===== config.mk =====
export PLATFORM = sky130hd
export DESIGN_NAME = sco_top
export DESIGN_NICKNAME = d
export VERILOG_FILES = /design/src/design/sco_pkg.sv /design/src/design/sco_top.sv /design/src/design/sco_window.sv
export SDC_FILE = /design/constraint.sdc
export NUM_CORES = 1
export LEC_CHECK = 0
export BUFFER_PORTS_ARGS = -buffer_cell sky130_fd_sc_hd__buf_2
export CELL_PAD_IN_SITES_DETAIL_PLACEMENT = 0
export CELL_PAD_IN_SITES_GLOBAL_PLACEMENT = 1
export CORE_UTILIZATION = 33
export DETAILED_ROUTE_END_ITERATION = 10
export HOLD_SLACK_MARGIN = 0.1
export PLACE_DENSITY_LB_ADDON = 0.3
export SKIP_LAST_GASP = 1
export SYNTH_ARGS = -nofsm -noshare
export SYNTH_HDL_FRONTEND = slang
export SYNTH_SLANG_ARGS = --single-unit
export TNS_END_PERCENT = 20

===== constraint.sdc =====
create_clock -name clk_in -period 2.06 [get_ports clk_in]
set_input_delay 0.309 -clock clk_in [delete_from_list [all_inputs] [get_ports clk_in]]
set_output_delay 0.309 -clock clk_in [all_outputs]
set_load 0.01 [all_outputs]

===== src/design/sco_pkg.sv =====
// package: constants for the system configuration options block
package sco_pkg;
  // ---------------------------------------------------------------
  // register map (printed offsets are not word multiples: indices)
  // ---------------------------------------------------------------
  localparam logic [7:0]  OPT_TWO_IDX     = 8'h38;
  localparam logic [7:0]  OPT_ONE_IDX     = 8'h39;
  localparam logic [11:0] OPT_TWO_ADDR    = {2'h0, OPT_TWO_IDX, 2'h0};
  localparam logic [11:0] OPT_ONE_ADDR    = {2'h0, OPT_ONE_IDX, 2'h0};
  localparam logic [11:0] MODE_ADDR       = 12'h100;
  localparam logic [7:0]  OPT_ONE_RESET   = 8'h10;
  localparam logic [7:0]  OPT_TWO_RESET   = 8'h00;
  // ---------------------------------------------------------------
  // field positions, first options register
  // ---------------------------------------------------------------
  localparam int ONE_CONV_PWR    = 7;
  localparam int ONE_PUMP_CLK    = 6;
  localparam int ONE_IRQ_EDGE    = 5;
  localparam int ONE_START_DELAY = 4;
  localparam int ONE_MON_EN      = 3;
  localparam int ONE_MON_FORCE   = 2;
  localparam int ONE_WDOG_HI     = 1;
  localparam int ONE_WDOG_LO     = 0;
  // time-protected bits: edge, delay, forced monitor, watchdog rate
  localparam logic [7:0] ONE_PROT_MASK = 8'h37;
  // ---------------------------------------------------------------
  // field positions, second options register
  // ---------------------------------------------------------------
  localparam int TWO_STROBE_HI  = 7;
  localparam int TWO_OPEN_DRAIN = 6;
  localparam int TWO_STRETCH    = 5;
  localparam int TWO_VIS        = 4;
  localparam int TWO_BIT_ORDER  = 3;
  localparam int TWO_EXTRA_DIV  = 2;
  localparam int TWO_AUX_HI     = 1;
  localparam int TWO_AUX_LO     = 0;
  // ---------------------------------------------------------------
  // timing
  // ---------------------------------------------------------------
  localparam int PROT_WINDOW_CYC = 64;
  localparam logic [6:0] PROT_WINDOW = 7'(PROT_WINDOW_CYC);
  // ---------------------------------------------------------------
  // operating modes
  // ---------------------------------------------------------------
  typedef enum logic [1:0] {
    SCO_SINGLE = 2'h0,
    SCO_EXPAND = 2'h1,
    SCO_BOOT   = 2'h2,
    SCO_TEST   = 2'h3
  } sco_mode_t;
  localparam logic [1:0] MODE_RESET = 2'h0;
endpackage : sco_pkg


===== src/design/sco_top.sv =====
// module: system configuration options registers with APB access
//
// The APB slave port was left to the implementer.
`timescale 1ns/1ps
//
// Functional notes
// protected option bits: one write, 64 cycles
// special modes lift write protection
// first register 0x39, resets to 0x10
// bit 7 powers the converter
// software waits 100us after power-up
// charge pump clock: RC or E
// software picks RC below 1MHz
// interrupt pin edge or level
// startup delay bit, set by reset
// software clears monitor before stop
// forced monitor stays on until reset
// forced monitor triggers clock failure reset
// bits 1:0 select watchdog rate
// second register 0x38, bit4 mode reset
// instruction strobe drive-high option
// port C open-drain select
// stretch off-chip accesses, mode-limited
// visibility bit reset and write limits
// visibility in expanded, not when secure
// single-chip: visibility bit suppresses E
// serial bit order and extra divide
// aux clock divide 1,4,6,8
// software waits 16 cycles after divide
// late protected writes ignored silently
module sco_top (
  input  wire logic        clk_in,          // 250 MHz clock
  input  wire logic        rstn_in,         // async reset, active low
  input  wire logic        psel_in,         // apb select
  input  wire logic        penable_in,      // apb enable
  input  wire logic        pwrite_in,       // apb direction
  input  wire logic [11:0] paddr_in,        // apb byte address
  input  wire logic [31:0] pwdata_in,       // apb write data
  output logic      [31:0] prdata_out,      // apb read data
  output logic             pready_out,      // apb ready
  output logic             pslverr_out,     // apb error
  input  wire logic        secure_in,       // secure expanded mode pin
  input  wire logic        clk_slow_in,     // clock monitor: clock failed
  input  wire logic [15:0] ext_addr_in,     // off-chip access address
  input  wire logic        rom_high_map_in, // rom mapping latch
  output logic             converter_power_up_out,       // a/d power
  output logic             charge_pump_clock_select_out, // rc clock
  output logic             interrupt_pin_edge_select_out,// edge mode
  output logic             startup_delay_enable_out,     // osc delay
  output logic             clock_monitor_active_out,     // monitor on
  output logic             clock_fail_reset_out,         // fail reset
  output logic      [1:0]  watchdog_rate_select_out,     // cop rate
  output logic             instr_strobe_drive_high_out,  // strobe hi
  output logic             port_c_open_drain_out,        // wired-or
  output logic             stretch_active_out,           // stretch
  output logic             internal_read_visibility_out, // vis on
  output logic             e_clock_suppress_out,         // e held low
  output logic             serial_bit_order_out,         // lsb first
  output logic             serial_extra_divide_out,      // div by 4
  output logic      [1:0]  aux_clock_divide_out,         // aux code
  output logic      [3:0]  aux_divide_ratio_out          // 1,4,6,8
);
  // ---------------------------------------------------------------
  // reset synchroniser
  // ---------------------------------------------------------------
  logic rst_meta_reg;
  logic rst_n_reg;
  always_ff @(posedge clk_in or negedge rstn_in) begin
    if (!rstn_in) begin
      rst_meta_reg <= 1'b0;
      rst_n_reg    <= 1'b0;
    end else begin
      rst_meta_reg <= 1'b1;
      rst_n_reg    <= rst_meta_reg;
    end
  end

  // ---------------------------------------------------------------
  // pin input synchronisers
  // ---------------------------------------------------------------
  logic [1:0] slow_sync_reg;
  logic [1:0] sec_sync_reg;
  logic [1:0] romh_sync_reg;
  always_ff @(posedge clk_in or negedge rst_n_reg) begin
    if (!rst_n_reg) begin
      slow_sync_reg <= 2'h0;
      sec_sync_reg  <= 2'h0;
      romh_sync_reg <= 2'h0;
    end else begin
      slow_sync_reg <= {slow_sync_reg[0], clk_slow_in};
      sec_sync_reg  <= {sec_sync_reg[0], secure_in};
      romh_sync_reg <= {romh_sync_reg[0], rom_high_map_in};
    end
  end
  logic clk_slow;
  logic secure;
  logic rom_high;
  assign clk_slow = slow_sync_reg[1];
  assign secure   = sec_sync_reg[1];
  assign rom_high = romh_sync_reg[1];

  // ---------------------------------------------------------------
  // protection window
  // ---------------------------------------------------------------
  logic window_open;
  sco_window u_window (
    .clk_in   (clk_in),
    .rst_n_in (rst_n_reg),
    .open_out (window_open)
  );

  // ---------------------------------------------------------------
  // apb decode
  // ---------------------------------------------------------------
  logic access;
  logic wr;
  logic hit_one;
  logic hit_two;
  logic hit_mode;
  assign access   = psel_in && penable_in;
  assign wr       = access && pwrite_in;
  assign hit_one  = (paddr_in == sco_pkg::OPT_ONE_ADDR);
  assign hit_two  = (paddr_in == sco_pkg::OPT_TWO_ADDR);
  assign hit_mode = (paddr_in == sco_pkg::MODE_ADDR);

  // ---------------------------------------------------------------
  // operating mode register
  // ---------------------------------------------------------------
  sco_pkg::sco_mode_t mode_reg;
  logic mode_load_reg;
  logic special;
  always_ff @(posedge clk_in or negedge rst_n_reg) begin
    if (!rst_n_reg) begin
      mode_reg <= sco_pkg::sco_mode_t'(sco_pkg::MODE_RESET);
    end else if (wr && hit_mode && mode_load_reg) begin
      mode_reg <= sco_pkg::sco_mode_t'(pwdata_in[1:0]);
    end
  end
  always_ff @(posedge clk_in or negedge rst_n_reg) begin
    if (!rst_n_reg) begin
      mode_load_reg <= 1'b1;
    end else if (wr && hit_mode) begin
      mode_load_reg <= 1'b0;
    end
  end
  assign special = (mode_reg == sco_pkg::SCO_BOOT) ||
                   (mode_reg == sco_pkg::SCO_TEST);

  // ---------------------------------------------------------------
  // first options register
  // ---------------------------------------------------------------
  logic [7:0] one_reg;
  logic [7:0] one_next;
  logic       prot_used_reg;
  logic       prot_ok;
  assign prot_ok = special || (window_open && !prot_used_reg);

  always_comb begin
    one_next = one_reg;
    if (prot_ok) begin
      one_next = pwdata_in[7:0];
    end else begin
      one_next = (pwdata_in[7:0] & ~sco_pkg::ONE_PROT_MASK) |
                 (one_reg & sco_pkg::ONE_PROT_MASK);
    end
  end

  always_ff @(posedge clk_in or negedge rst_n_reg) begin
    if (!rst_n_reg) begin
      one_reg <= sco_pkg::OPT_ONE_RESET;
    end else if (wr && hit_one) begin
      one_reg <= one_next;
    end
  end

  always_ff @(posedge clk_in or negedge rst_n_reg) begin
    if (!rst_n_reg) begin
      prot_used_reg <= 1'b0;
    end else if (wr && hit_one && !special) begin
      prot_used_reg <= 1'b1;
    end
  end

  // ---------------------------------------------------------------
  // second options register
  // ---------------------------------------------------------------
  logic [7:0] two_reg;
  logic       vis_used_reg;
  logic       vis_init_reg;
  logic       vis_ok;
  assign vis_ok = special || !vis_used_reg;

  always_ff @(posedge clk_in or negedge rst_n_reg) begin
    if (!rst_n_reg) begin
      two_reg <= sco_pkg::OPT_TWO_RESET;
    end else if (wr && hit_two) begin
      two_reg[7:5] <= pwdata_in[7:5];
      two_reg[3:0] <= pwdata_in[3:0];
      if (vis_ok) begin
        two_reg[sco_pkg::TWO_VIS] <= pwdata_in[sco_pkg::TWO_VIS];
      end
    end else if (vis_init_reg && mode_reg == sco_pkg::SCO_TEST) begin
      two_reg[sco_pkg::TWO_VIS] <= 1'b1;
    end
  end

  // held until the first access to an address other than the mode register
  always_ff @(posedge clk_in or negedge rst_n_reg) begin
    if (!rst_n_reg) begin
      vis_init_reg <= 1'b1;
    end else if (access && !hit_mode) begin
      vis_init_reg <= 1'b0;
    end
  end

  always_ff @(posedge clk_in or negedge rst_n_reg) begin
    if (!rst_n_reg) begin
      vis_used_reg <= 1'b0;
    end else if (wr && hit_two && !special) begin
      vis_used_reg <= 1'b1;
    end
  end

  // ---------------------------------------------------------------
  // forced clock monitor latch
  // ---------------------------------------------------------------
  logic forced_reg;
  always_ff @(posedge clk_in or negedge rst_n_reg) begin
    if (!rst_n_reg) begin
      forced_reg <= 1'b0;
    end else if (one_reg[sco_pkg::ONE_MON_FORCE]) begin
      forced_reg <= 1'b1;
    end
  end

  // ---------------------------------------------------------------
  // apb answer
  // ---------------------------------------------------------------
  always_ff @(posedge clk_in or negedge rst_n_reg) begin
    if (!rst_n_reg) begin
      pready_out  <= 1'b0;
      pslverr_out <= 1'b0;
      prdata_out  <= 32'h0;
    end else begin
      pready_out  <= psel_in && !penable_in;
      pslverr_out <= psel_in && !penable_in &&
                     !(hit_one || hit_two || hit_mode);
      if (psel_in && !penable_in && !pwrite_in) begin
        prdata_out <= hit_one  ? {24'h0, one_reg} :
                      hit_two  ? {24'h0, two_reg} :
                      hit_mode ? {30'h0, mode_reg} : 32'h0;
      end
    end
  end

  // ---------------------------------------------------------------
  // configuration outputs
  // ---------------------------------------------------------------
  logic expanded;
  logic stretch_hit;
  assign expanded    = (mode_reg == sco_pkg::SCO_EXPAND) ||
                       (mode_reg == sco_pkg::SCO_TEST);
  assign stretch_hit = rom_high || ext_addr_in[15];

  always_ff @(posedge clk_in or negedge rst_n_reg) begin
    if (!rst_n_reg) begin
      converter_power_up_out        <= 1'b0;
      charge_pump_clock_select_out  <= 1'b0;
      interrupt_pin_edge_select_out <= 1'b0;
      startup_delay_enable_out      <= 1'b1;
      clock_monitor_active_out      <= 1'b0;
      clock_fail_reset_out          <= 1'b0;
      watchdog_rate_select_out      <= 2'h0;
      instr_strobe_drive_high_out   <= 1'b0;
      port_c_open_drain_out         <= 1'b0;
      stretch_active_out            <= 1'b0;
      internal_read_visibility_out  <= 1'b0;
      e_clock_suppress_out          <= 1'b0;
      serial_bit_order_out          <= 1'b0;
      serial_extra_divide_out       <= 1'b0;
      aux_clock_divide_out          <= 2'h0;
      aux_divide_ratio_out          <= 4'h1;
    end else begin
      converter_power_up_out        <= one_reg[sco_pkg::ONE_CONV_PWR];
      charge_pump_clock_select_out  <= one_reg[sco_pkg::ONE_PUMP_CLK];
      interrupt_pin_edge_select_out <= one_reg[sco_pkg::ONE_IRQ_EDGE];
      startup_delay_enable_out      <= one_reg[sco_pkg::ONE_START_DELAY];
      clock_monitor_active_out      <= forced_reg ||
                                       one_reg[sco_pkg::ONE_MON_EN];
      clock_fail_reset_out          <= forced_reg && clk_slow;
      watchdog_rate_select_out      <=
        one_reg[sco_pkg::ONE_WDOG_HI:sco_pkg::ONE_WDOG_LO];
      instr_strobe_drive_high_out   <= expanded &&
                                       two_reg[sco_pkg::TWO_STROBE_HI];
      port_c_open_drain_out         <= two_reg[sco_pkg::TWO_OPEN_DRAIN];
      stretch_active_out            <= expanded && stretch_hit &&
                                       two_reg[sco_pkg::TWO_STRETCH];
      internal_read_visibility_out  <= expanded && !secure &&
                                       two_reg[sco_pkg::TWO_VIS];
      e_clock_suppress_out          <= !expanded &&
                                       two_reg[sco_pkg::TWO_VIS];
      serial_bit_order_out          <= two_reg[sco_pkg::TWO_BIT_ORDER];
      serial_extra_divide_out       <= two_reg[sco_pkg::TWO_EXTRA_DIV];
      aux_clock_divide_out          <=
        two_reg[sco_pkg::TWO_AUX_HI:sco_pkg::TWO_AUX_LO];
      unique case (two_reg[sco_pkg::TWO_AUX_HI:sco_pkg::TWO_AUX_LO])
        2'h0: aux_divide_ratio_out <= 4'h1;
        2'h1: aux_divide_ratio_out <= 4'h4;
        2'h2: aux_divide_ratio_out <= 4'h6;
        2'h3: aux_divide_ratio_out <= 4'h8;
      endcase
    end
  end

  // ---------------------------------------------------------------
  // checks
  // ---------------------------------------------------------------
  AST_LATE_WRITE: assert property (
    @(posedge clk_in) disable iff (!rst_n_reg)
    wr && hit_one && !special && !window_open |=>
    ((one_reg & sco_pkg::ONE_PROT_MASK) ==
     ($past(one_reg) & sco_pkg::ONE_PROT_MASK)))
    else $error("protected bits changed after window");
  AST_ONCE: assert property (
    @(posedge clk_in) disable iff (!rst_n_reg)
    wr && hit_one && !special && prot_used_reg |=>
    ((one_reg & sco_pkg::ONE_PROT_MASK) ==
     ($past(one_reg) & sco_pkg::ONE_PROT_MASK)))
    else $error("second protected write took effect");
  AST_SPECIAL: assert property (
    @(posedge clk_in) disable iff (!rst_n_reg)
    wr && hit_one && special |=> one_reg == $past(pwdata_in[7:0]))
    else $error("special mode write lost");
  AST_FORCED: assert property (
    @(posedge clk_in) disable iff (!rst_n_reg)
    forced_reg |-> ##1 clock_monitor_active_out)
    else $error("forced monitor not active");
  AST_FAIL: assert property (
    @(posedge clk_in) disable iff (!rst_n_reg)
    forced_reg && clk_slow |=> clock_fail_reset_out)
    else $error("no clock failure reset");
  AST_SECURE: assert property (
    @(posedge clk_in) disable iff (!rst_n_reg)
    secure |=> !internal_read_visibility_out || !$past(secure))
    else $error("visibility in secure mode");
  AST_ESUP: assert property (
    @(posedge clk_in) disable iff (!rst_n_reg)
    expanded |=> !e_clock_suppress_out)
    else $error("e suppressed in expanded mode");
  AST_VIS_ONCE: assert property (
    @(posedge clk_in) disable iff (!rst_n_reg)
    wr && hit_two && vis_used_reg && !special |=>
    $stable(two_reg[sco_pkg::TWO_VIS]))
    else $error("visibility bit rewritten");
  AST_DIV: assert property (
    @(posedge clk_in) disable iff (!rst_n_reg)
    two_reg[sco_pkg::TWO_AUX_HI:sco_pkg::TWO_AUX_LO] == 2'h3 |=>
    aux_divide_ratio_out == 4'h8)
    else $error("wrong aux divide ratio");
  AST_RESET_DLY: assert property (
    @(posedge clk_in)
    $rose(rst_n_reg) |-> one_reg == sco_pkg::OPT_ONE_RESET)
    else $error("bad first register reset");
endmodule : sco_top


===== src/design/sco_window.sv =====
// module: 64-cycle write window counter after reset
`timescale 1ns/1ps
module sco_window (
  input  wire logic clk_in,     // clock
  input  wire logic rst_n_in,   // synchronised reset, active low
  output logic      open_out    // high while inside the window
);
  logic [6:0] count_reg;

  // ---------------------------------------------------------------
  // counter
  // ---------------------------------------------------------------
  always_ff @(posedge clk_in or negedge rst_n_in) begin
    if (!rst_n_in) begin
      count_reg <= 7'h00;
    end else if (count_reg != sco_pkg::PROT_WINDOW) begin
      count_reg <= count_reg + 7'h01;
    end
  end

  assign open_out = (count_reg != sco_pkg::PROT_WINDOW);
endmodule : sco_window


==> run summary, run 1 <==
Status = finished clean
Kind of critical path = flop to flop
Worst-path fanout max = 4
Top cell type's share of synthesized area = 0.5659
All-Layer GR Usage = 0.1224
Placed inst area = 3237 µm²
First-pass GRT wire length = 8086 µm
Router iterations before antenna repair = 4
Period utilization = 0.8863
Placer Congestion = 0.6988
Hold crit path type = primary input to flop
CTS Buf Count = 9
Area contributors post-synth = dfrtp_1 (57%), buf_4 (6.4%), dfstp_2 (4.6%)
Worst setup EP type = flop
Grt total ovfl = 0
CP max-delay cell = dfrtp_1
FILL cells = 805
Most frequent cells in the layout = dfrtp_1 (63), buf_2 (59), conb_1 (25)
Synth area leader = dfrtp_1
Slack of the worst reg-to-reg path = 0.23 ns
Largest net degree at the start of global routing = 68
Die area = 8951 µm²
Max cap viols = 0
Vias = 1784
PortBufs = 59
Postcts setup bufs = 0
Die X = 94.61 µm
Power Density = 791.5 nW/µm²
Final Skew = 0.008724 ns
# H-tree levels = 3
WL per Instance = 12.72 µm
TritonCTS clock tree = built
Library cells used by synthesis = 45
Worst skew pair latency = 0.34 ns
NumNets Final = 367
I/O pin cnt = 123
Chip height = 94.61 µm
Clock tree sinks = 69
Syn Inst Count = 213
Leakage = 1.856 nW
Synthesized flop and latch total = 69
Synth Cell Area = 2830 µm²
Clock Path Buffers = 2
N_diodes = 0
Setup crit start kind = flop
Hpwl dp = 3525 µm
Post-route ant nets = 0
Vias in the first global route = 1640
Crit-path cells = inv_1, ha_1, nor4b_2, a31oi_1, o21ai_1, buf_4, mux2_2
Share of cells above drive strength 1 = 0.3913
Routed WL = 5139 µm
Syn avg cell area = 13.29 µm²
Setup violators final = 0
Initial Utilization = 0.3427
Yosys warns = 0
CTS root buffer = clkbuf_8
CORE AREA = 8258 µm²
Setup_tns = 0 ns
Commonest non-fill, non-tap cell in the layout = dfrtp_1
Worst VDD drop = 0.2939 mV
Design Area, Final = 3515 µm²
CP max stage delay = 0.41 ns
Final Util = 0.4256
Iteration-0 DRC Markers = 51
Maximum clock rate = 547.7 MHz
DRC Markers = 0
Worst Path Arrival = 2.05 ns
RSZ-0062 raised after global routing = no
Sequential element share of the synthesized area = 0.6123
Worst Path Required = 2.28 ns
Antenna violations before repair = 0
P&R area growth vs syn = 24.18%
Post-route minimum period = 1.826 ns
Fin. max-slew vios = 0
Final hold vios = 0
DR vias/cell = 4.416
Row Count = 33
CTS clk-pin slew, worst paths = 0.08 ns
-- metal layers --
| layer | global-route usage | wire length, µm | up-vias |
|---|---|---|---|
| met4 | 0.05682 | 49 | 0 |
| met5 | 0 | 0 | - |
| met2 | 0.1763 | 2287 | 58 |
| met3 | 0.03784 | 305 | 4 |
| met1 | 0.1676 | 2497 | 872 |
| li1 | - | - | 850 |
-- kinds of logic (layout without fill, tap and decap cells) --
family	count (synthesis)	after routing	synth area share
buf+inv	38	101	0.08753
xor+xnor	6	6	0.01857
fa+ha+maj	5	5	0.02210
simple gates	43	43	0.09682
other cells	2	25	0.002654
mux	23	23	0.09814
compound gates	27	27	0.06189
flops	69	69	0.6123
-- through the flow --
stage                     std cells  hold WS [ns]  setup WS, ns  total power, mW
after floorplan                 236       0.01341      0.005046            1.513
after global placement          384       0.09447      -0.07762            1.546
after detailed placement        384       0.09643      -0.08142            1.547
after CTS                       404        0.1919       0.07785            2.830
after global routing            404        0.1901       0.01216            2.903
final                           404        0.2102        0.2343            2.782
-- layout make-up --
| type | instances | area [µm²] | area share |
|---|---|---|---|
| Clock inverter | 6 | 93.84 | 0.02670 |
| Clock buffer | 10 | 137.6 | 0.03916 |
| Inverter | 10 | 37.54 | 0.01068 |
| Timing Repair Buffer | 75 | 437.9 | 0.1246 |
| Sequential cell | 69 | 1734 | 0.4934 |
| Tap cell | 105 | 131.4 | 0.03738 |
| Multi-Input combinational cell | 129 | 942.2 | 0.2681 |
-- final timing paths --
kind | from | end | cells after the start
worst max-delay path | u_window.count_reg[0] | one_reg[0] | 7
worst min-delay path | pwdata_in[6] | two_reg[6] | 2
worst max register to register | u_window.count_reg[0] | one_reg[0] | 7
worst min register to register | rst_n_reg | internal_read_visibility_out | 1
max in group asynchronous | rst_n_reg | mode_load_reg | 1
min in group asynchronous | rst_n_reg | internal_read_visibility_out | 1
-- power breakdown --
group	switching [mW]	internal, mW	leakage [nW]
registers	0.00650	1.37	0.900
logic	0.0895	0.0550	0.843
clock network	0.533	0.725	0.113
total	0.629	2.15	1.86
-- critical path, delay by kind of cell, from the launching register on --
| kind | cells | cell delay [ns] |
|---|---|---|
| flip-flops | 1 | 0.41 |
| multiplexers | 1 | 0.32 |
| AO/OA/AOI/OAI | 2 | 0.31 |
| buffers and inverters | 2 | 0.26 |
| AND/OR/NAND/NOR | 1 | 0.26 |
| adder cells (fa/ha/maj) | 1 | 0.15 |
-- synth_stat cells, drive strengths merged --
cell    number
buf         27
o211a        1
nor4b        2
and2         2
xor2         1
and3         5
clkbuf       1
nand3        5
mux2i        6
a211oi       2
o31a         1
nor3         1
a21o         2
nand2        8
or2          2
o21bai       1
or4          3
o41ai        2
a21oi        4
or3          1
inv         10
a21boi       2
ha           5
nor2b        1
mux2        17
nor2         5
dfrtp       64
nand4        1
a31oi        3
conb         2
nor3b        2
dfstp        5
o21ai        8
o21a         1
nor4         2
nand2b       1
xnor2        5
nand4b       2
-- timing repair --
item | 4_1_cts | 5_1_grt
gates resized for setup | 0 | 1
endpoints found under the hold margin | 5 | 0
hold buffers | 4 | 0
setup endpoints to repair | 0 | 5
(Power assumes the default switching activity.)
==> inputs of run 2 (changes only) <==
--- a/config.mk
+++ b/config.mk
@@ -5,12 +5,14 @@
 export SDC_FILE = /design/constraint.sdc
 export NUM_CORES = 1
 export LEC_CHECK = 0
+export ABC_AREA = 1
 export BUFFER_PORTS_ARGS = -buffer_cell sky130_fd_sc_hd__buf_2
 export CELL_PAD_IN_SITES_DETAIL_PLACEMENT = 0
 export CELL_PAD_IN_SITES_GLOBAL_PLACEMENT = 1
-export CORE_UTILIZATION = 33
+export CORE_UTILIZATION = 32
 export DETAILED_ROUTE_END_ITERATION = 10
 export HOLD_SLACK_MARGIN = 0.1
+export MAX_ROUTING_LAYER = met4
 export PLACE_DENSITY_LB_ADDON = 0.3
 export SKIP_LAST_GASP = 1
 export SYNTH_ARGS = -nofsm -noshare
==> run summary, run 2 <==
Worst Path Required = 2.29 ns (about the same)
Clock Path Buffers = 2 (unchanged)
Sw Pwr = 0.5968 mW (-5.1%)
# H-tree levels = 3 (unchanged)
All-Layer GR Usage = 0.1447 (+0.02222)
Period utilization = 0.7887 (-0.09760)
Share of cells above drive strength 1 = 0.2662 (-0.1251)
DR vias/cell = 4.130 (-6.5%)
Slew headroom = 0.6043
FF-to-FF path depth = 8 (+1)
Routed WL = 6315 µm (+23%)
PortBufs = 59 (unchanged)
Iteration-0 DRC Markers = 79 (+55%)
CP max-delay cell = dfrtp_1
Die X = 100.5 µm (+6.2%)
Top delay family on crit path = simple AND/OR/NAND/NOR gates
Clk pwr share = 0.428 (-0.024)
First-pass GRT wire length = 10710 µm (+32%)
Setup crit start kind = flop
Setup violators final = 0 (unchanged)
Hold depth = 2 (unchanged)
Placer Congestion = 0.7955 (+14%)
Chip height = 100.5 µm (+6.2%)
Sequential cell area = 1734 µm² (unchanged)
Commonest non-fill, non-tap cell in the layout = nand2_1
Sequential element share of the synthesized area = 0.5580 (-0.05427)
Leakage = 2.107 nW (+14%)
Total placed cells including tap cells = 511 (+33%)
CORE AREA = 9328 µm² (+13%)
Initial Utilization = 0.3329 (-0.009796)
Most frequent cell after synthesis = nand2_1
Hold path startpoint = psel_in
Most frequent cells in the layout = nand2_1 (84), dfrtp_1 (63), buf_2 (59)
Hpwl dp = 4708 µm (+34%)
P&R area growth vs syn = 20.23%
Worst VDD drop = 0.2702 mV (-8.1%)
DRC Markers = 0 (unchanged)
Final hold vios = 0 (unchanged)
CP max stage delay = 0.41 ns (about the same)
Row Count = 35 (+6.1%)
Slack of the worst reg-to-reg path = 0.44 ns (+0.20 ns)
Syn avg cell area = 9.614 µm² (-28%)
R2R Path Start = u_window.count_reg[0]
Worst Max-Slew Pin Slew = 0.5936 ns
Synth area leader = dfrtp_1
Multi-input logic area = 1091 µm² (+16%)
Antenna violations before repair = 0 (unchanged)
R2R Path End = one_reg[0]
Status = finished clean
Yosys warns = 0 (unchanged)
Final std cells w/o fill = 531 (+31%)
Power Density = 714.0 nW/µm² (-9.8%)
Synth cell count leaders = nand2_1 (84), dfrtp_1 (64), inv_1 (41)
Sw frac = 0.2239 (-0.002305)
Die area = 10100 µm² (+13%)
CTS root buffer = clkbuf_8
I/O pin cnt = 123 (unchanged)
CTS clk-pin slew, worst paths = 0.07 ns (about the same)
Setup ws final = 0.4354 ns (+0.2011 ns)
Synth Area in Compound Gates = 0.03022 (-0.03167)
Router iterations before antenna repair = 4 (unchanged)
Crit. Startpoint = u_window.count_reg[0]
Async set or reset register ratio after synthesis = 1.000 (unchanged)
Worst-path fanout max = 6 (+2)
WHS = 0.1694 ns (-0.04082 ns)
Maximum clock rate = 615.5 MHz (+12%)
Hold crit path type = primary input to flop
Worst setup EP type = flop
Top cell type's share of synthesized area = 0.5157 (-0.05016)
Post-synthesis xor/xnor area fraction = 0.01410 (-0.004466)
Crit path buffers/inverters = 1 (-1)
Synthesized flop and latch total = 69 (unchanged)
Worst skew pair latency = 0.34 ns (about the same)
Synth Cell Area = 3105 µm² (+9.7%)
Cell Int Power = 2.069 mW (-3.9%)
Vias in the first global route = 2188 (+33%)
Postcts setup bufs = 0 (unchanged)
FILL cells = 963 (+20%)
Library cells used by synthesis = 30 (-33%)
TritonCTS clock tree = built
Synth Flop Type = dfrtp_1
NumNets Final = 470 (+28%)
Kind of critical path = flop to flop
Fin. max-slew vios = 0 (unchanged)
Setup_tns = 0 ns (unchanged)
Comb pwr share = 0.054 (+0.002)
Mux contribution to synthesized area = 0 (-0.09814)
CTS Buf Count = 9 (unchanged)
N_diodes = 0 (unchanged)
RSZ-0062 raised after global routing = no
Sequential Power Share = 0.518 (+0.022)
Final Util = 0.4003 (-0.02534)
Main combinational cell family by area after synthesis = simple AND/OR/NAND/NOR gates
Worst Path Arrival = 1.85 ns (-0.20 ns)
Grt total ovfl = 0 (unchanged)
Hold Path End = vis_init_reg
CP dominant cell by count = nand2_1
Clock tree sinks = 69 (unchanged)
Area contributors post-synth = dfrtp_1 (52%), nand2_1 (10%), buf_4 (6.0%)
WL per Instance = 11.89 µm (-6.5%)
Vias = 2193 (+23%)
Post_cts resized = 0 (unchanged)
Max cap viols = 0 (unchanged)
Syn Inst Count = 323 (+52%)
Largest net degree at the start of global routing = 43 (-37%)
Number of synthesized flops with an enable pin = 0 (unchanged)
Pre-CTS setup slack = 0.4348 ns (+0.5163 ns)
Adder-Cell Fraction of Synth Area = 0.02015 (-0.001959)
Post-route minimum period = 1.625 ns (-0.2011 ns)
Crit-path cells = inv_1, ha_1, nand4_1, nand2_1, nand2_1, nand2_1, nand2_1, nand2_1
Final Skew = 0.007766 ns (-0.0009576 ns)
Post-synthesis simple-gate area fraction = 0.2566 (+0.1598)
Post-route ant nets = 0 (unchanged)
==> run 2: kinds of logic (layout without fill, tap and decap cells) <==
family	after synthesis	in the layout
adder cells (fa/ha/maj)	5	5
flip-flops	69	69
other	2	25
AND/OR/NAND/NOR	156	156
AO/OA/AOI/OAI	16	16
buffers and inverters	70	126
XOR/XNOR	5	5
==> run 2: layer usage <==
metal / part of all wire / track usage
met3: 0.034 / 0.04022
met2: 0.49 / 0.2313
met5: 0 / -
met4: 0.013 / 0.04013
met1: 0.47 / 0.1804
==> run 2: cell type report <==
type	count	share of cell area
clock buffer	13	0.04524
tap	129	0.04323
clock inverter	3	0.01139
inverter	44	0.04424
sequential	69	0.4645
multi-input combinational	207	0.2922
timing repair buffer	66	0.09920
==> run 2: per-stage QoR <==
step / power, mW / instance area (µm²)
3_5_place_dp: 1.547 / 3482
3_3_place_gp: 1.545 / 3482
6_report: 2.666 / 3734
4_1_cts: 2.704 / 3734
5_1_grt: 2.783 / 3734
2_1_floorplan: 1.514 / 3192
==> run 2: power groups by stage <==
stage | registers, mW | logic [mW] | clock network (mW)
after global routing | 1.38 | 0.161 | 1.24
after detailed placement | 1.41 | 0.140 | 0
after global placement | 1.41 | 0.139 | 0
after floorplan | 1.41 | 0.0992 | 0
final | 1.38 | 0.144 | 1.14
after CTS | 1.38 | 0.146 | 1.18
==> run 2: worst max-delay path by stage <==
stage | to | cells past startpoint
6_report | one_reg[0] | 8
5_1_grt | one_reg[1] | 8
4_1_cts | one_reg[0] | 8
3_5_place_dp | one_reg[0] | 8
3_3_place_gp | one_reg[5] | 8
2_1_floorplan | aux_clock_divide_out[0] | 0
==> run 2: what timing repair did <==
item,in CTS,in global routing
endpoints found under the hold margin,5,0
setup endpoints to repair,0,0
hold buffers,4,0
==> inputs of run 3 (changes only) <==
==> constraint.sdc (replaced) <==
create_clock -name clk_in -period 1.3 [get_ports clk_in]
set_input_delay 0.195 -clock clk_in [delete_from_list [all_inputs] [get_ports clk_in]]
set_output_delay 0.195 -clock clk_in [all_outputs]
set_load 0.01 [all_outputs]
==> run summary, run 3 (synthesis gave the netlist of run 2 again) <==
P&R area growth vs syn = 29.13%
Hold path startpoint = pwdata_in[0]
Pre-CTS setup slack = -0.01046 ns (-0.4453 ns)
Final hold vios = 0 (unchanged)
Commonest non-fill, non-tap cell in the layout = nand2_1
Crit path buffers/inverters = 2 (+1)
Clock Path Buffers = 2 (unchanged)
CP max-delay cell = dfrtp_1
Share of cells above drive strength 1 = 0.3084 (+0.04224)
Worst VDD drop = 0.4338 mV (+61%)
Sequential Power Share = 0.493 (-0.025)
Design Area, Final = 4010 µm² (+7.4%)
WHS = 0.1224 ns (-0.04698 ns)
# H-tree levels = 3 (unchanged)
Fin. max-slew vios = 0 (unchanged)
Initial Utilization = 0.3329 (unchanged)
PortBufs = 59 (unchanged)
Sw Pwr = 1.050 mW (+76%)
Worst setup EP type = flop
Clock tree sinks = 69 (unchanged)
DRC Markers = 0 (unchanged)
Setup ws final = 0.02797 ns (-0.4074 ns)
Clk pwr share = 0.445 (+0.017)
CTS root buffer = clkbuf_8
Max cap viols = 0 (unchanged)
Grt total ovfl = 0 (unchanged)
Die X = 100.5 µm (unchanged)
Worst-path fanout max = 3 (-3)
Status = finished clean
Iteration-0 DRC Markers = 87 (+10%)
Worst skew pair latency = 0.36 ns (+0.02 ns)
Post-route ant nets = 0 (unchanged)
All-Layer GR Usage = 0.1464 (+0.001698)
Most frequent cells in the layout = nand2_1 (81), dfrtp_1 (63), buf_2 (59)
WL per Instance = 11.68 µm (-1.8%)
Largest net degree at the start of global routing = 68 (+58%)
Setup violators final = 0 (unchanged)
Die area = 10100 µm² (unchanged)
Cell Int Power = 3.349 mW (+62%)
R2R Path Start = u_window.count_reg[1]
Vias in the first global route = 2185 (-0.14%)
Final Util = 0.4299 (+0.02964)
Period utilization = 0.9785 (+0.1898)
Antenna violations before repair = 0 (unchanged)
Placed inst area = 3615 µm² (+3.8%)
First-pass GRT wire length = 10700 µm (-0.12%)
Comb pwr share = 0.061 (+0.007)
CTS Buf Count = 9 (unchanged)
Setup crit start kind = flop
Vias = 2286 (+4.2%)
Placer Congestion = 0.8325 (+4.7%)
N_diodes = 0 (unchanged)
RSZ-0062 raised after global routing = yes
Sw frac = 0.2388 (+0.01490)
Routed WL = 6508 µm (+3.1%)
CTS clk-pin slew, worst paths = 0.08 ns (about the same)
Maximum clock rate = 786.1 MHz (+28%)
Row Count = 35 (unchanged)
CP max stage delay = 0.39 ns (-0.02 ns)
Worst Path Arrival = 1.51 ns (-0.34 ns)
Top delay family on crit path = simple AND/OR/NAND/NOR gates
Hold crit path type = primary input to flop
Leakage = 2.245 nW (+6.5%)
Kind of critical path = flop to flop
Router iterations before antenna repair = 4 (unchanged)
Power Density = 1097 nW/µm² (+54%)
Post-route minimum period = 1.272 ns (-0.3526 ns)
CORE AREA = 9328 µm² (unchanged)
CP dominant cell by count = nand2_1
Power, Total = 4.400 mW (+65%)
Final Skew = 0.01703 ns (+0.009261 ns)
NumNets Final = 496 (+5.5%)
Crit-path cells = inv_2, ha_4, nand4_1, nand2_1, nand2_2, buf_6, nand3_1, nand2_1
I/O pin cnt = 123 (unchanged)
TritonCTS clock tree = built
Worst Path Required = 1.53 ns (-0.76 ns)
Hpwl dp = 4718 µm (+0.22%)
Crit. Startpoint = u_window.count_reg[1]
DR vias/cell = 4.104 (-0.63%)
Chip height = 100.5 µm (unchanged)
run 3: cell types whose count changed in the layout (fill, tap and decap cells not counted), sizes merged:
cell and delta:
buf +17, bufinv +1, clkbuf -4, clkinv +2, dlygate4sd3 +9, inv +1
run 3: layout make-up:
| class | instances | area [µm²] |
|---|---|---|
| multi-input cells | 207 | 1116 |
| clock buffers | 9 | 123.9 |
| inverters | 44 | 167.7 |
| fillers | 923 | 5318 |
| clock inverters | 7 | 98.84 |
| repair buffers | 92 | 608.1 |
| flip-flops and latches | 69 | 1734 |
| well taps | 129 | 161.4 |
run 3: power groups by stage:
stage	Sequential (mW)	Combinational (mW)	Clock [mW]
6_report	2.17	0.270	1.96
4_1_cts	2.17	0.274	2.01
2_1_floorplan	2.24	0.157	0
3_3_place_gp	2.21	0.241	0
5_1_grt	2.17	0.305	2.08
3_5_place_dp	2.21	0.244	0
run 3: worst min-delay path, cell delays in order:
cell and delay (ns):
buf_2 0.12, nand3_1 0.07, nand2_1 0.05
run 3: layer usage:
metal | vias to the layer above | GRT usage | wire, µm
met5 | - | - | 0
met4 | 0 | 0.06132 | 113
met3 | 10 | 0.03745 | 378
met2 | 73 | 0.2071 | 2917
met1 | 1045 | 0.1991 | 3099
li1 | 1158 | - | -
run 3: final timing paths:
path,end,slack [ns],depth (start not counted)
min reg2reg,charge_pump_clock_select_out,0.28,1
min,two_reg[0],0.12,3
max reg2reg,one_reg[0],0.03,8
min in group asynchronous,rst_n_reg,0.15,2
max in group asynchronous,vis_init_reg,0.70,1
max,one_reg[0],0.03,8
run 3: stage by stage:
stage	cells	setup TNS (ns)
5_1_grt	557	-0.1820
3_5_place_dp	527	-0.01046
3_3_place_gp	527	-0.006423
6_report	557	0
2_1_floorplan	346	-0.01879
4_1_cts	556	0
run 3: what timing repair did:
action | in CTS | in global routing
resized for setup | 0 | 11
setup endpoints to repair | 0 | 8
hold buffers | 13 | 0
buffers inserted | 0 | 1
hold endpoints to repair | 19 | 0
